--- config.mk ---
export PLATFORM = sky130hd
export DESIGN_NAME = dal_led_driver
export DESIGN_NICKNAME = d
export VERILOG_FILES = /design/src/dal_pkg.sv /design/src/dal_tick_if.sv /design/src/dal_blink_timer.sv /design/src/dal_led_driver.sv
export SDC_FILE = /design/constraint.sdc
export NUM_CORES = 1
export LEC_CHECK = 0
export ABC_AREA = 1
export BUFFER_PORTS_ARGS = -buffer_cell sky130_fd_sc_hd__buf_2
export CORE_AREA = 8 8 64 66
export DETAILED_ROUTE_END_ITERATION = 8
export DIE_AREA = 0 0 72 74
export PLACE_DENSITY = 0.79
export SLEW_MARGIN = 30
export SYNTH_ARGS = -nofsm -noshare
export SYNTH_HDL_FRONTEND = slang
export SYNTH_HIERARCHICAL = 1
export SYNTH_SLANG_ARGS = --single-unit
--- constraint.sdc ---
create_clock -name clk_in -period 2.95 [get_ports clk_in]
set_input_delay 0.295 -clock clk_in [delete_from_list [all_inputs] [get_ports clk_in]]
set_output_delay 0.295 -clock clk_in [all_outputs]
set_load 0.03 [all_outputs]
--- src/dal_pkg.sv ---
package dal_pkg;
	// ************************************************************
	// spindle states and timing
	// ************************************************************
	typedef enum logic [1:0] {
		DAL_SPIN_DOWN  = 2'h0,
		DAL_SPIN_UP    = 2'h1,
		DAL_SPIN_MOVE  = 2'h2,
		DAL_SPIN_NONE  = 2'h3
	} dal_spin_t;

	localparam int unsigned DAL_CLK_HZ         = 125000000;
	localparam int unsigned DAL_BLINK_HALF_MS  = 500;
	localparam int unsigned DAL_BLINK_HALF_CYC = (DAL_CLK_HZ / 1000) * DAL_BLINK_HALF_MS;
	localparam logic        DAL_SENSE_RESET    = 1'b0;
	localparam logic        DAL_LIT_RESET      = 1'b0;
endpackage : dal_pkg

--- src/dal_tick_if.sv ---
`timescale 1ns/10ps
`default_nettype none
interface dal_tick_if;
	logic run;
	logic tick;
	modport timer (input run, output tick);
	modport user  (output run, input tick);
endinterface : dal_tick_if
`default_nettype wire

--- src/dal_blink_timer.sv ---
`timescale 1ns/10ps
`default_nettype none
module dal_blink_timer #(
	parameter int unsigned HALF_CYC = 62500000
) (
	input  wire logic  clk_in,
	input  wire logic  rst_n_in,
	dal_tick_if.timer  tick_if
);
	localparam int unsigned CW = $clog2(HALF_CYC + 1);
	logic [CW-1:0] count_reg;

	initial begin
		if (HALF_CYC < 2) begin
			$error("HALF_CYC must be at least 2");
		end
	end

	// counter clears while idle so each blink phase starts full length
	always_ff @(posedge clk_in) begin
		if (!rst_n_in || !tick_if.run) begin
			count_reg <= '0;
			tick_if.tick <= 1'b0;
		end else if (count_reg == CW'(HALF_CYC - 1)) begin
			count_reg <= '0;
			tick_if.tick <= 1'b1;
		end else begin
			count_reg <= count_reg + CW'(1);
			tick_if.tick <= 1'b0;
		end
	end
endmodule : dal_blink_timer
`default_nettype wire

--- src/dal_led_driver.sv ---
`timescale 1ns/10ps
`default_nettype none
module dal_led_driver
	import dal_pkg::*;
#(
	parameter int unsigned BLINK_HALF_CYC = DAL_BLINK_HALF_CYC
) (
	input  wire logic       clk_in,
	input  wire logic       rst_n_in,
	input  wire dal_spin_t  spin_state_in,
	input  wire logic       spin_valid_in,
	input  wire logic       cmd_accept_in,
	input  wire logic       cmd_done_in,
	input  wire logic       format_active_in,
	input  wire logic       cylinder_step_in,
	input  wire logic       sense_write_in,
	input  wire logic       sense_value_in,
	output logic            indicator_drive_out,
	output logic            indicator_drive_oe_out,
	output logic            busy_out
);
	// ************************************************************
	// state
	// ************************************************************
	dal_spin_t spin_reg;
	logic      known_reg;
	logic      busy_reg;
	logic      sense_reg;
	logic      blink_reg;
	logic      fmt_reg;
	logic      lit_next;
	dal_tick_if tick_bus ();

	// ************************************************************
	// elaboration checks
	// ************************************************************
	initial begin
		if (BLINK_HALF_CYC < 2) begin
			$error("BLINK_HALF_CYC too small");
		end
		if (BLINK_HALF_CYC > 32'h7fffffff) begin
			$error("BLINK_HALF_CYC too large");
		end
	end

	// ************************************************************
	// blink timing
	// ************************************************************
	// the timer only counts while a spin transition is reported
	dal_blink_timer #(
		.HALF_CYC (BLINK_HALF_CYC)
	) u_timer (
		.clk_in   (clk_in),
		.rst_n_in (rst_n_in),
		.tick_if  (tick_bus.timer)
	);

	assign tick_bus.run = known_reg && (spin_reg == DAL_SPIN_MOVE);

	// blink starts lit on entry to a spin transition
	// limitation: every new transition restarts the phase lit
	always_ff @(posedge clk_in) begin
		if (!rst_n_in || !tick_bus.run) begin
			blink_reg <= 1'b1;
		end else if (tick_bus.tick) begin
			blink_reg <= ~blink_reg;
		end
	end

	// ************************************************************
	// spindle report
	// ************************************************************
	// a repeat of the same report changes nothing
	always_ff @(posedge clk_in) begin
		if (!rst_n_in) begin
			spin_reg  <= DAL_SPIN_NONE;
			known_reg <= 1'b0;
		end else if (spin_valid_in) begin
			spin_reg  <= spin_state_in;
			known_reg <= 1'b1;
		end
	end

	// ************************************************************
	// command activity
	// ************************************************************
	// accept wins over a completion in the same cycle
	// a completion with nothing pending is harmless
	always_ff @(posedge clk_in) begin
		if (!rst_n_in) begin
			busy_reg <= 1'b0;
		end else if (cmd_accept_in) begin
			busy_reg <= 1'b1;
		end else if (cmd_done_in) begin
			busy_reg <= 1'b0;
		end
	end

	// ************************************************************
	// meaning bit
	// ************************************************************
	// strobe only; no register bus reaches this bit
	always_ff @(posedge clk_in) begin
		if (!rst_n_in) begin
			sense_reg <= DAL_SENSE_RESET;
		end else if (sense_write_in) begin
			sense_reg <= sense_value_in;
		end
	end

	// ************************************************************
	// format toggling
	// ************************************************************
	// phase follows the lit state one cycle late while no format runs, so the
	// start of a format flips the indicator by itself only when it changed on the edge before
	always_ff @(posedge clk_in) begin
		if (!rst_n_in) begin
			fmt_reg <= DAL_LIT_RESET;
		end else if (!format_active_in) begin
			fmt_reg <= indicator_drive_oe_out;
		end else if (cylinder_step_in) begin
			fmt_reg <= ~fmt_reg;
		end
	end

	// ************************************************************
	// indicator selection
	// ************************************************************
	// one-hot source keeps the priority order readable
	typedef enum logic [4:0] {
		DAL_SRC_OFF   = 5'h01,
		DAL_SRC_BLINK = 5'h02,
		DAL_SRC_FMT   = 5'h04,
		DAL_SRC_UP    = 5'h08,
		DAL_SRC_DOWN  = 5'h10
	} dal_src_t;
	dal_src_t src_sel;

	// format before activity: each cylinder change must show
	always_comb begin
		src_sel = DAL_SRC_OFF;
		if (!known_reg) begin
			src_sel = DAL_SRC_OFF;
		end else if (spin_reg == DAL_SPIN_MOVE) begin
			src_sel = DAL_SRC_BLINK;
		end else if (format_active_in) begin
			src_sel = DAL_SRC_FMT;
		end else if (spin_reg == DAL_SPIN_UP) begin
			src_sel = DAL_SRC_UP;
		end else if (spin_reg == DAL_SPIN_DOWN) begin
			src_sel = DAL_SRC_DOWN;
		end
	end

	// an unknown spin report falls through to off unless a format is active
	always_comb begin
		lit_next = DAL_LIT_RESET;
		case (src_sel)
			DAL_SRC_OFF: begin
				lit_next = DAL_LIT_RESET;
			end
			DAL_SRC_BLINK: begin
				lit_next = blink_reg;
			end
			DAL_SRC_FMT: begin
				lit_next = cylinder_step_in ? ~fmt_reg : fmt_reg;
			end
			DAL_SRC_UP: begin
				lit_next = busy_reg ? sense_reg : ~sense_reg;
			end
			DAL_SRC_DOWN: begin
				lit_next = busy_reg;
			end
			default: begin
				lit_next = DAL_LIT_RESET;
			end
		endcase
	end

	// ************************************************************
	// pin registers
	// ************************************************************
	// open drain: the enable lights the led, data never goes high,
	// so a released pin is left to the external pull-up
	always_ff @(posedge clk_in) begin
		if (!rst_n_in) begin
			indicator_drive_oe_out <= DAL_LIT_RESET;
		end else begin
			indicator_drive_oe_out <= lit_next;
		end
	end

	always_ff @(posedge clk_in) begin
		if (!rst_n_in) begin
			indicator_drive_out <= 1'b0;
		end else begin
			indicator_drive_out <= 1'b0;
		end
	end

	// busy is registered again so it lines up with the pin
	always_ff @(posedge clk_in) begin
		if (!rst_n_in) begin
			busy_out <= 1'b0;
		end else begin
			busy_out <= busy_reg;
		end
	end
endmodule : dal_led_driver
`default_nettype wire

# ---- Word level (Yosys, flattened, before mapping)
# Cells that the tools add are included.
dict set report totals {
  ff_bits 36
  output_inout_bits 3
  input_bits 11
  elab_cells 40
}
dict set report op_classes {
  addsub 1
  n_eq_ne 7
  n_bitwise 3
  reduce_logical 7
  n_mux 12
}
# op count
set ops {}
lappend ops {{$add 26x1->26 const B} 1}
lappend ops {{$eq 26x26->1 const B} 1}
lappend ops {{$mux 5} 5}
lappend ops {{$mux 1} 6}
lappend ops {{$eq 5x2->1 const B} 1}
lappend ops {{$eq 5x3->1 const B} 1}
lappend ops {{$eq 5x4->1 const B} 1}
lappend ops {{$eq 5x5->1 const B} 1}
lappend ops {{$pmux 1 s4} 1}
lappend ops {{$not 1->1} 3}
lappend ops {{$eq 2x1->1 const B} 1}
lappend ops {{$eq 2x2->1 const B} 1}
lappend ops {{$logic_not 1->1} 2}
lappend ops {{$logic_not 2->1} 1}
lappend ops {{$reduce_bool 2->1} 1}
lappend ops {{$reduce_or 2->1} 1}
lappend ops {{$logic_and 1x1->1} 1}
lappend ops {{$logic_or 1x1->1} 1}

# ---- Logic depth before layout (Yosys ltp)
# Gate-level depths: netlist of run 1.
dict set report logic_depth {
  word_depth 8
  ltp_mapped 9
  mapped_depth_nobuf 9
}

# ---- Cells and area by module
# The synthesis of run 1 kept the hierarchy.
# mod area_each_um2 cells_per_inst n_inst seq_area_each_um2
set by_module_without_submodules {}
lappend by_module_without_submodules {dal_blink_timer 1435.1 221 1 540.5}
lappend by_module_without_submodules {dal_led_driver 404.1 57 1 180.2}

# ---- Worst setup path after synthesis of run 1
# Ideal clock, no wire load.
dict set report synth_timing {
  path_kind {register to register}
  from {register u_timer.count_reg[0]}
  to {register u_timer.count_reg[10]}
  synth_period_minus_slack_ns 1.363
  setup_slack_ns 1.587
  arrival_time_ns 1.248
  setup_time_ns 0.115
  required_ns 2.835
  path_buffers 1
  stages_incl_launch_ff 10
  path_cell_list {dfxtp_1 -> ha_1 -> nand2_1 -> nor2_2 -> nand2_1 -> nor2_1 -> nand2_2 -> nand2_4 -> buf_8 -> nor2_1}
}
dict set report synth_between {
  elab_chain_cells 2
  elab_cells_between_ends 3
  cone_classes {add/sub: 1; eq/ne: 1; reduce/logical: 1}
}
# element line_no
set synth_lines {}
lappend synth_lines {{start, declared} dal_blink_timer.sv:11} ;# logic [CW-1:0] count_reg;
lappend synth_lines {{start signal, assigned} dal_blink_timer.sv:28} ;# count_reg <= count_reg + CW'(1);
lappend synth_lines {{branches (longest 2 deep; another with $add 26x1->26)} --}
# Several ways; the timed one is not identified.
# A chain may end at the register's enable or synchronous reset.

# ---- Worst setup path in the final report of run 1
dict set report layout_timing {
  from {register u_timer.count_reg[0]}
  to {register u_timer.count_reg[11]}
}
# Same word-level chain as after synthesis.

==> qor.yml, run 1 <==
status: "finished clean"
power_density_nw_per_um2: 416
wirelength_mm: 3.40
drive_gt1_share_pct: 11.6
period_share_pct: 52.2
reg2reg_slack_ns: 1.41
internal_power_mw: 0.643
wl_per_cell_um: 10.0
cp_max_fo: 24
dp_hpwl_mm: 2.57
numCtsBuffers: 5
synth_top_area_share_pct: 39.2
cts_tree: "yes"
num-nets-final: 306
synth_flop_cell: "dfxtp_1"
overflow: 0
ant_nets: 0
dr.pass1.iters: 4
synth_cells: 278
stdcell_count: 340
largest_reg_flops: 26
portBuffers: 12
yosysSeqAreaShare_pct: 39.2
core_um2: 3180
max_cap_viol_count: 0
die_y_um: 74
gr-usage-all-layers_pct: 14.1
crit_family: "simple AND/OR/NAND/NOR gates"
p_seq_share_pct: 60.2
worst_ep_arrival_time_ns: 1.77
io_pins: 14
cts_buffer_depth: 2
n_antenna_cell: 0
path_cells: "ha_1 > nand2_1 > nor2_2 > nand2_1 > nor2_1 > nand2_2 > nand2_4 > nor2_1"
dr_total_vias: 1602
p_leak_nw: 0.757
viasPerCell: 4.71
finalMaxSlewViolations: 0
skew_ns: 0.0101
finalSetupViolCount: 0
grt_setup_unrepaired: "no"
netlist-cell-type-count: 23
die_w_um: 72
crit_path_max_incr_delay_ns: 0.36
max_freq_mhz: 649
cts_setup_buffers: 0
cts_sinks: 36
switchingPower_mw: 0.183
clock_latency_ns: 0.34
p_total_mw: 0.826
synth_common_cells: "76 x nand2_1, 61 x nor2_1, 36 x dfxtp_1, 32 x inv_1, 20 x nand3_1"
drt_iter0_markers: 72
cpMaxStageDelayCell: "dfxtp_1"
area_delta_synth_final_pct: 7.89
dpl.cell_count: 333
synth_area_leader_cell: "dfxtp_1"
syn-cell-area_um2: 1840
grt_pass1_wl_mm: 6.02
drc: 0
async_reset_ff_share_pct: 0
synth_warnings: 6
antenna_found_initial: 0
hold_ws_ns: 0.119
holdBufCountCts: 0
fin_util_pct: 62.4
dieArea_um2: 5330
grt_max_degree: 25
critPathBufInv: 0
post-route-min-period_ns: 1.54
path_class: "register to register"
placementRows: 21
peakVddDrop_mv: 0.278
cts_root_buf: "clkbuf_4"
synth.most_common_cell: "nand2_1"
gp_congestion: 0.829
synth_edf_count: 0
cts-resized-gates: 0
synth.avg_cell_area_um2: 6.62
worstHoldPathType: "input port to register"
p_sw_share_pct: 22.2
synth_seq_cells: 36
clk_pin_slew_ns: 0.11
synth_nets: 290
power_frac_comb_pct: 4.7
hold_viol: 0
cts_max_level: 2
power.clock.fraction_pct: 35.0
tns_ns: 0
start_kind: "register"
synth_top_cells_by_area: "dfxtp_1 39%, nand2_1 16%, nor2_1 12%"
end_kind: "register"
start_util_pct: 57.9
required_ns: 3.18
grt_pass1_vias: 1473
-- layout make-up --
cell class / count / area, um2
well taps: 46 / 57.6
repair buffers: 12 / 60.1
inverters: 34 / 128
clock buffers: 7 / 65.1
multi-input cells: 205 / 953
fillers: 285 / 1190
flip-flops and latches: 36 / 721
-- stage by stage --
step,instance area [um2],setup slack (ns)
3_3_place_gp,1920,1.47
2_1_floorplan,1840,1.59
5_1_grt,1980,1.26
3_5_place_dp,1920,1.41
4_1_cts,1980,1.40
6_report,1980,1.41
-- power groups by stage --
| stage | Clock [mW] | Combinational (mW) | Sequential (mW) |
|---|---|---|---|
| floorplan | 0 | 0.0263 | 0.510 |
| finish | 0.290 | 0.0389 | 0.498 |
| global route | 0.322 | 0.0452 | 0.499 |
| CTS | 0.304 | 0.0393 | 0.498 |
| detailed placement | 0 | 0.0392 | 0.509 |
| global placement | 0 | 0.0385 | 0.509 |
-- routing by layer --
metal,GRT usage (%),part of all wire (%),up-vias
met3,5.26,4.6,6
met5,0,0,-
met1,15.7,48,708
li1,-,-,870
met2,24.5,46,18
met4,4.76,1.4,0
-- cell usage in the layout (no fill, tap or decap) --
cell / Yosys / final
nor2_1: 61 / 61
and2_1: 3 / 3
buf_2: 0 / 12
xor2_1: 6 / 6
dfxtp_1: 36 / 36
conb_1: 1 / 1
or2_0: 2 / 2
nor2_4: 3 / 3
nand3_2: 1 / 1
clkbuf_8: 0 / 2
inv_1: 32 / 32
a31oi_1: 1 / 1
inv_2: 2 / 2
nand2_1: 76 / 76
nand2_4: 1 / 1
xnor2_1: 6 / 6
nand2_2: 5 / 5
nor2_2: 3 / 3
o21ai_1: 3 / 3
clkbuf_4: 0 / 5
a21oi_1: 11 / 11
o21ai_0: 1 / 1
nand3_1: 20 / 20
ha_1: 1 / 1
-- path summary, 6_finish.rpt --
kind                         from                    end  cells past startpoint
min                   cmd_done_in               busy_reg                      2
max          u_timer/count_reg[0]  u_timer/count_reg[11]                      8
min reg2reg  u_timer/count_reg[0]   u_timer/count_reg[0]                      1
max reg2reg  u_timer/count_reg[0]  u_timer/count_reg[11]                      8
-- logic make-up after synthesis --
family	Yosys count	synth area share, %
flops	36	39.2
buf+inv	37	8.98
simple gates	175	40.8
xor+xnor	12	5.71
compound gates	16	4.42
other cells	1	0.204
fa+ha+maj	1	0.680
Power figures use the tool's default switching activity.
==> run 2: changes to the inputs <==
--- a/config.mk
+++ b/config.mk
@@ -7,10 +7,10 @@
 export LEC_CHECK = 0
 export ABC_AREA = 1
 export BUFFER_PORTS_ARGS = -buffer_cell sky130_fd_sc_hd__buf_2
-export CORE_AREA = 8 8 64 66
+export CORE_AREA = 8 8 68 70
 export DETAILED_ROUTE_END_ITERATION = 8
-export DIE_AREA = 0 0 72 74
-export PLACE_DENSITY = 0.79
+export DIE_AREA = 0 0 76 78
+export PLACE_DENSITY = 0.73
 export SLEW_MARGIN = 30
 export SYNTH_ARGS = -nofsm -noshare
 export SYNTH_HDL_FRONTEND = slang
==> constraint.sdc (replaced) <==
create_clock -name clk_in -period 1.35 [get_ports clk_in]
set_input_delay 0.135 -clock clk_in [delete_from_list [all_inputs] [get_ports clk_in]]
set_output_delay 0.135 -clock clk_in [all_outputs]
set_load 0.03 [all_outputs]
==> run 2 against run 1 <==
- the flow now finishes with violations (setup timing)
- clock-buffer cell count decreased by 1
- clock skew decreased by 0.0035 ns
- via count increased by 14%
- critical path depth increased by 1
- die area increased by 11%
- design area increased by 24%
- critical path type unchanged
- critical endpoint is now u_timer/count_reg[18]
- highest routed layer unchanged
==> qor.yml, run 2 (same netlist as run 1, synthesis figures left out) <==
stdcell_count: 371
path_class: "register to register"
start_util_pct: 51.8
clock_latency_ns: 0.34
overflow: 0
wirelength_mm: 4.66
power.clock.fraction_pct: 33.5
p_seq_share_pct: 60.3
dp_hpwl_mm: 2.84
grt_pass1_wl_mm: 6.47
finalMaxSlewViolations: 0
drive_gt1_share_pct: 31.9
cp_max_fo: 5
finalSetupViolCount: 26
num-nets-final: 334
p_total_mw: 1.80
numCtsBuffers: 5
skew_ns: 0.00661
p_leak_nw: 0.939
grt_use_met1_pct: 14.2
violations: "setup timing"
portBuffers: 12
top_usage_layer: "met2"
grt_pass1_vias: 1540
dr_total_vias: 1832
final_common_cell: "nand2_1"
worst_slack_ns: -0.105
die_w_um: 76
die_y_um: 78
dieArea_um2: 5930
viasPerCell: 4.94
drc: 0
status: "finished with violations"
area_delta_synth_final_pct: 33.5
use_met3_pct: 5.30
cts_tree: "yes"
mostFrequentLayoutCells: "73 x nand2_1, 45 x nor2_1, 29 x inv_1, 23 x dfxtp_1, 18 x buf_4"
largest_reg_flops: 26
grt_setup_unrepaired: "yes"
crit_start: "u_timer/count_reg[0]"
max_freq_mhz: 687
dpl_cell_area_um2: 2050
clk_pin_slew_ns: 0.11
cts_sinks: 36
worstHoldPathType: "input port to register"
peakVddDrop_mv: 0.503
nFillCells: 293
grt_use_met2_pct: 22.5
gp_congestion: 0.876
p_sw_share_pct: 23.9
hold_viol: 0
n_antenna_cell: 0
start_kind: "register"
wl_per_cell_um: 12.5
drt_iter0_markers: 93
grt_max_degree: 25
power_frac_comb_pct: 6.1
antenna_found_initial: 0
dpl.cell_count: 351
cts_root_buf: "clkbuf_4"
fin_area_um2: 2450
power_density_nw_per_um2: 735
worst_ep_arrival_time_ns: 1.70
dr.pass1.iters: 4
worstReg2RegStart: "u_timer/count_reg[0]"
gr-usage-all-layers_pct: 13.3
period_share_pct: 108
cts_buffer_depth: 2
max_cap_viol_count: 0
cts_max_level: 2
io_pins: 14
internal_power_mw: 1.37
core_um2: 3550
end_kind: "register"
min-delay-start: "sense_value_in"
switchingPower_mw: 0.431
required_ns: 1.60
ant_nets: 0
post-route-min-period_ns: 1.45
placementRows: 22
[run 2: cell types whose count changed in the layout (fill, tap and decap cells not counted), sizes merged]
cell,delta
inv,-1
clkbuf,-1
clkinvlp,+1
buf,+21
clkinv,+2
dlygate4sd3,+4
nand2,+3
[run 2: layout make-up]
| cell class | count | area, um2 | area share [%] |
|---|---|---|---|
| tap | 48 | 60.1 | 2.45 |
| clock inverter | 2 | 10.0 | 0.408 |
| timing repair buffer | 37 | 278 | 11.3 |
| sequential | 36 | 737 | 30.0 |
| inverter | 34 | 131 | 5.35 |
| clock buffer | 6 | 51.3 | 2.09 |
| multi-input combinational | 208 | 1190 | 48.4 |
[run 2: per-layer routing]
layer | wire [um] | vias up | share of wire, %
li1 | - | 940 | -
met5 | 0 | - | 0
met4 | 117 | 0 | 2.5
met3 | 240 | 9 | 5.2
met1 | 1950 | 847 | 42
met2 | 2350 | 36 | 50
[run 2: path summary, 6_finish.rpt]
path	to	slack, ns	depth (start not counted)
worst max-delay path	u_timer/count_reg[18]	-0.10	9
worst min-delay path	sense_reg	0.03	3
worst max register to register	u_timer/count_reg[18]	-0.10	9
worst min register to register	busy_out	0.48	2
[run 2: repair_timing]
item	CTS	global route
pin swaps	3	15
resized for setup	6	57
hold endpoints to repair	3	0
hold buffers	4	0
endpoints found under the setup margin	26	27
buffers inserted	1	4
cloned	0	3
[run 2: power groups by stage]
stage / logic (mW) / registers, mW / clock network [mW]
2_1_floorplan: 0.0574 / 1.12 / 0
3_3_place_gp: 0.0852 / 1.11 / 0
3_5_place_dp: 0.0869 / 1.11 / 0
4_1_cts: 0.0992 / 1.09 / 0.627
5_1_grt: 0.124 / 1.09 / 0.663
6_report: 0.110 / 1.09 / 0.605
[run 2: critical path, stage by stage (launching register included)]
cell	delay, ns
dfxtp_2	0.37
ha_4	0.15
nand2_4	0.05
nor2_4	0.13
nand2_2	0.10
nor2_4	0.18
nand2_8	0.13
buf_6	0.15
nand3_1	0.07
nor2_1	0.04
[run 2: metrics by stage]
stage / hold WS, ns / setup slack (ns) / TNS (ns) / utilization [%]
floorplan: 0.219 / 0.000770 / 0 / -
global placement: 0.326 / -0.0760 / -1.64 / 57.6
detailed placement: 0.336 / -0.120 / -2.45 / 57.6
CTS: 0.00736 / -0.0161 / -0.0783 / 61.3
global route: 0.0252 / -0.144 / -1.69 / 69.1
finish: 0.0294 / -0.105 / -0.691 / 69.1
==> run 3: changes to the inputs <==
--- a/config.mk
+++ b/config.mk
@@ -6,11 +6,11 @@
 export NUM_CORES = 1
 export LEC_CHECK = 0
 export ABC_AREA = 1
-export BUFFER_PORTS_ARGS = -buffer_cell sky130_fd_sc_hd__buf_2
-export CORE_AREA = 8 8 68 70
+export CORE_AREA = 8 8 67 69
 export DETAILED_ROUTE_END_ITERATION = 8
-export DIE_AREA = 0 0 76 78
-export PLACE_DENSITY = 0.73
+export DIE_AREA = 0 0 75 77
+export DONT_BUFFER_PORTS = 1
+export PLACE_DENSITY = 0.72
 export SLEW_MARGIN = 30
 export SYNTH_ARGS = -nofsm -noshare
 export SYNTH_HDL_FRONTEND = slang
==> run 3 against run 2 <==
- largest cell class unchanged
- clock-buffer cell count stayed put
- setup slack better by 0.089 ns
- via count is 7.4% lower
- clock power is 20% higher
- hold slack worse by 0.0021 ns
- die area is 2.6% lower
- highest routed layer unchanged
- the run still ends with setup timing left
==> qor.yml, run 3 (same netlist as run 1, synthesis figures left out) <==
tns_ns: -0.0155
dr.pass1.iters: 4
path_cells: "nand2_1 > nor2_1 > nand3_2 > or2_0 > a21oi_1"
gp_congestion: 0.852
fin_util_pct: 63.4
skew_ns: 0.00705
cts_sinks: 36
worstHoldPathType: "input port to register"
grt_use_met1_pct: 15.5
p_total_mw: 1.92
dp_slack_ns: -0.102
critPathBufInv: 0
crit_path_max_incr_delay_ns: 0.42
drt_iter0_markers: 35
grt_setup_unrepaired: "yes"
grt_pass1_vias: 1558
numCtsBuffers: 5
use_met3_pct: 4.16
max_cap_viol_count: 0
p_leak_nw: 0.832
clk_pin_slew_ns: 0.11
largest_reg_flops: 26
dp_hpwl_mm: 2.79
overflow: 0
cts_buffer_depth: 2
core_um2: 3500
cts_root_buf: "clkbuf_4"
dr_total_vias: 1697
portBuffers: 0
ant_nets: 0
num-nets-final: 317
wl_per_cell_um: 11.2
dieArea_um2: 5780
area_delta_synth_final_pct: 20.5
viasPerCell: 4.79
hold_viol: 0
end_kind: "register"
finalSetupViolCount: 1
worstReg2RegStart: "u_timer/count_reg[9]"
drive_gt1_share_pct: 17.0
max_freq_mhz: 732
die_y_um: 77
mostFrequentLayoutCells: "75 x nand2_1, 57 x nor2_1, 32 x inv_1, 28 x dfxtp_1, 18 x nand3_1"
required_ns: 1.61
multi_input_area_um2: 1020
finalMaxSlewViolations: 0
violations: "setup timing"
grt_max_degree: 25
gr-usage-all-layers_pct: 14.0
status: "finished with violations"
nFillCells: 342
top_usage_layer: "met2"
peakVddDrop_mv: 0.438
power_density_nw_per_um2: 866
cts_tree: "yes"
crit_family: "simple AND/OR/NAND/NOR gates"
cts_setup_buffers: 0
start_util_pct: 52.6
placementRows: 22
whs_endpoint: "fmt_reg"
cp_max_fo: 4
period_share_pct: 101
cpMaxStageDelayCell: "dfxtp_1"
grt_use_met2_pct: 23.8
seqCellArea_um2: 731
rr_endpoint: "u_timer/count_reg[14]"
worst_ep_arrival_time_ns: 1.63
wirelength_mm: 3.95
cts_max_level: 2
start_kind: "register"
min_path_cells: 4
die_w_um: 75
grt_pass1_wl_mm: 6.43
path_class: "register to register"
drc: 0
n_antenna_cell: 0
clock_latency_ns: 0.33
reg2regPathDepth: 5
reg2reg_slack_ns: -0.02
antenna_found_initial: 0
final_common_cell: "nand2_1"
min-delay-start: "format_active_in"
post-route-min-period_ns: 1.37
io_pins: 14
worst_slack_ns: -0.0155
[run 3: changes by cell type in the layout (fill, tap and decap cells not counted), sizes merged]
| cell | previous run | this run |
|---|---|---|
| buf | 33 | 14 |
| dlygate4sd3 | 4 | 8 |
| nand2 | 85 | 82 |
| bufinv | 0 | 1 |
| clkinv | 2 | 1 |
| clkinvlp | 1 | 0 |
| dlymetal6s4s | 0 | 1 |
| inv | 33 | 34 |
[run 3: metal layers]
layer,wire (um),part of all wire [%]
met1,1760,44
met2,1910,48
met3,194,4.9
met4,91,2.3
met5,0,0
[run 3: worst max path at each step]
stage	start	end	slack, ns	cells after the start
global placement	u_timer/count_reg[1]	u_timer/count_reg[25]	-0.07	8
finish	u_timer/count_reg[9]	u_timer/count_reg[14]	-0.02	5
detailed placement	u_timer/count_reg[1]	u_timer/count_reg[12]	-0.10	8
CTS	u_timer/count_reg[0]	u_timer/count_reg[14]	0.0007	7
global route	u_timer/count_reg[9]	u_timer/count_reg[14]	-0.11	5
floorplan	u_timer/count_reg[1]	u_timer/count_reg[10]	0.0008	9
[run 3: cell type report]
class	count	area share [%]
Clock buffer	6	1.86
Clock inverter	2	1.58
Inverter	34	5.76
Multi-Input combinational cell	205	46.0
Sequential cell	36	33.0
Tap cell	48	2.71
Timing Repair Buffer	23	9.09
[run 3: power breakdown]
| part | switching, mW | internal [mW] |
|---|---|---|
| Sequential | 0.0133 | 1.08 |
| Combinational | 0.0538 | 0.0460 |
| Clock | 0.341 | 0.388 |
[run 3: timing repair]
action	CTS	global route
resized for setup	9	13
pin swaps	5	6
setup endpoints to repair	26	28
hold buffers	9	0
gates cloned	0	0
endpoints found under the hold margin	10	0
[run 3: worst min-delay path: cells and delay by family]
family,cells,cell delay (ns)
AO/OA/AOI/OAI,1,0.07
buffers and inverters,1,0.04
AND/OR/NAND/NOR,2,0.09
[run 3: through the flow]
stage                     hold WS (ns)  instances  area, um2
final                           0.0273        354       2220
after global routing            0.0690        354       2220
after CTS                       0.0176        354       2180
after detailed placement         0.229        337       1970
after global placement           0.226        337       1970
after floorplan                  0.219        278       1840
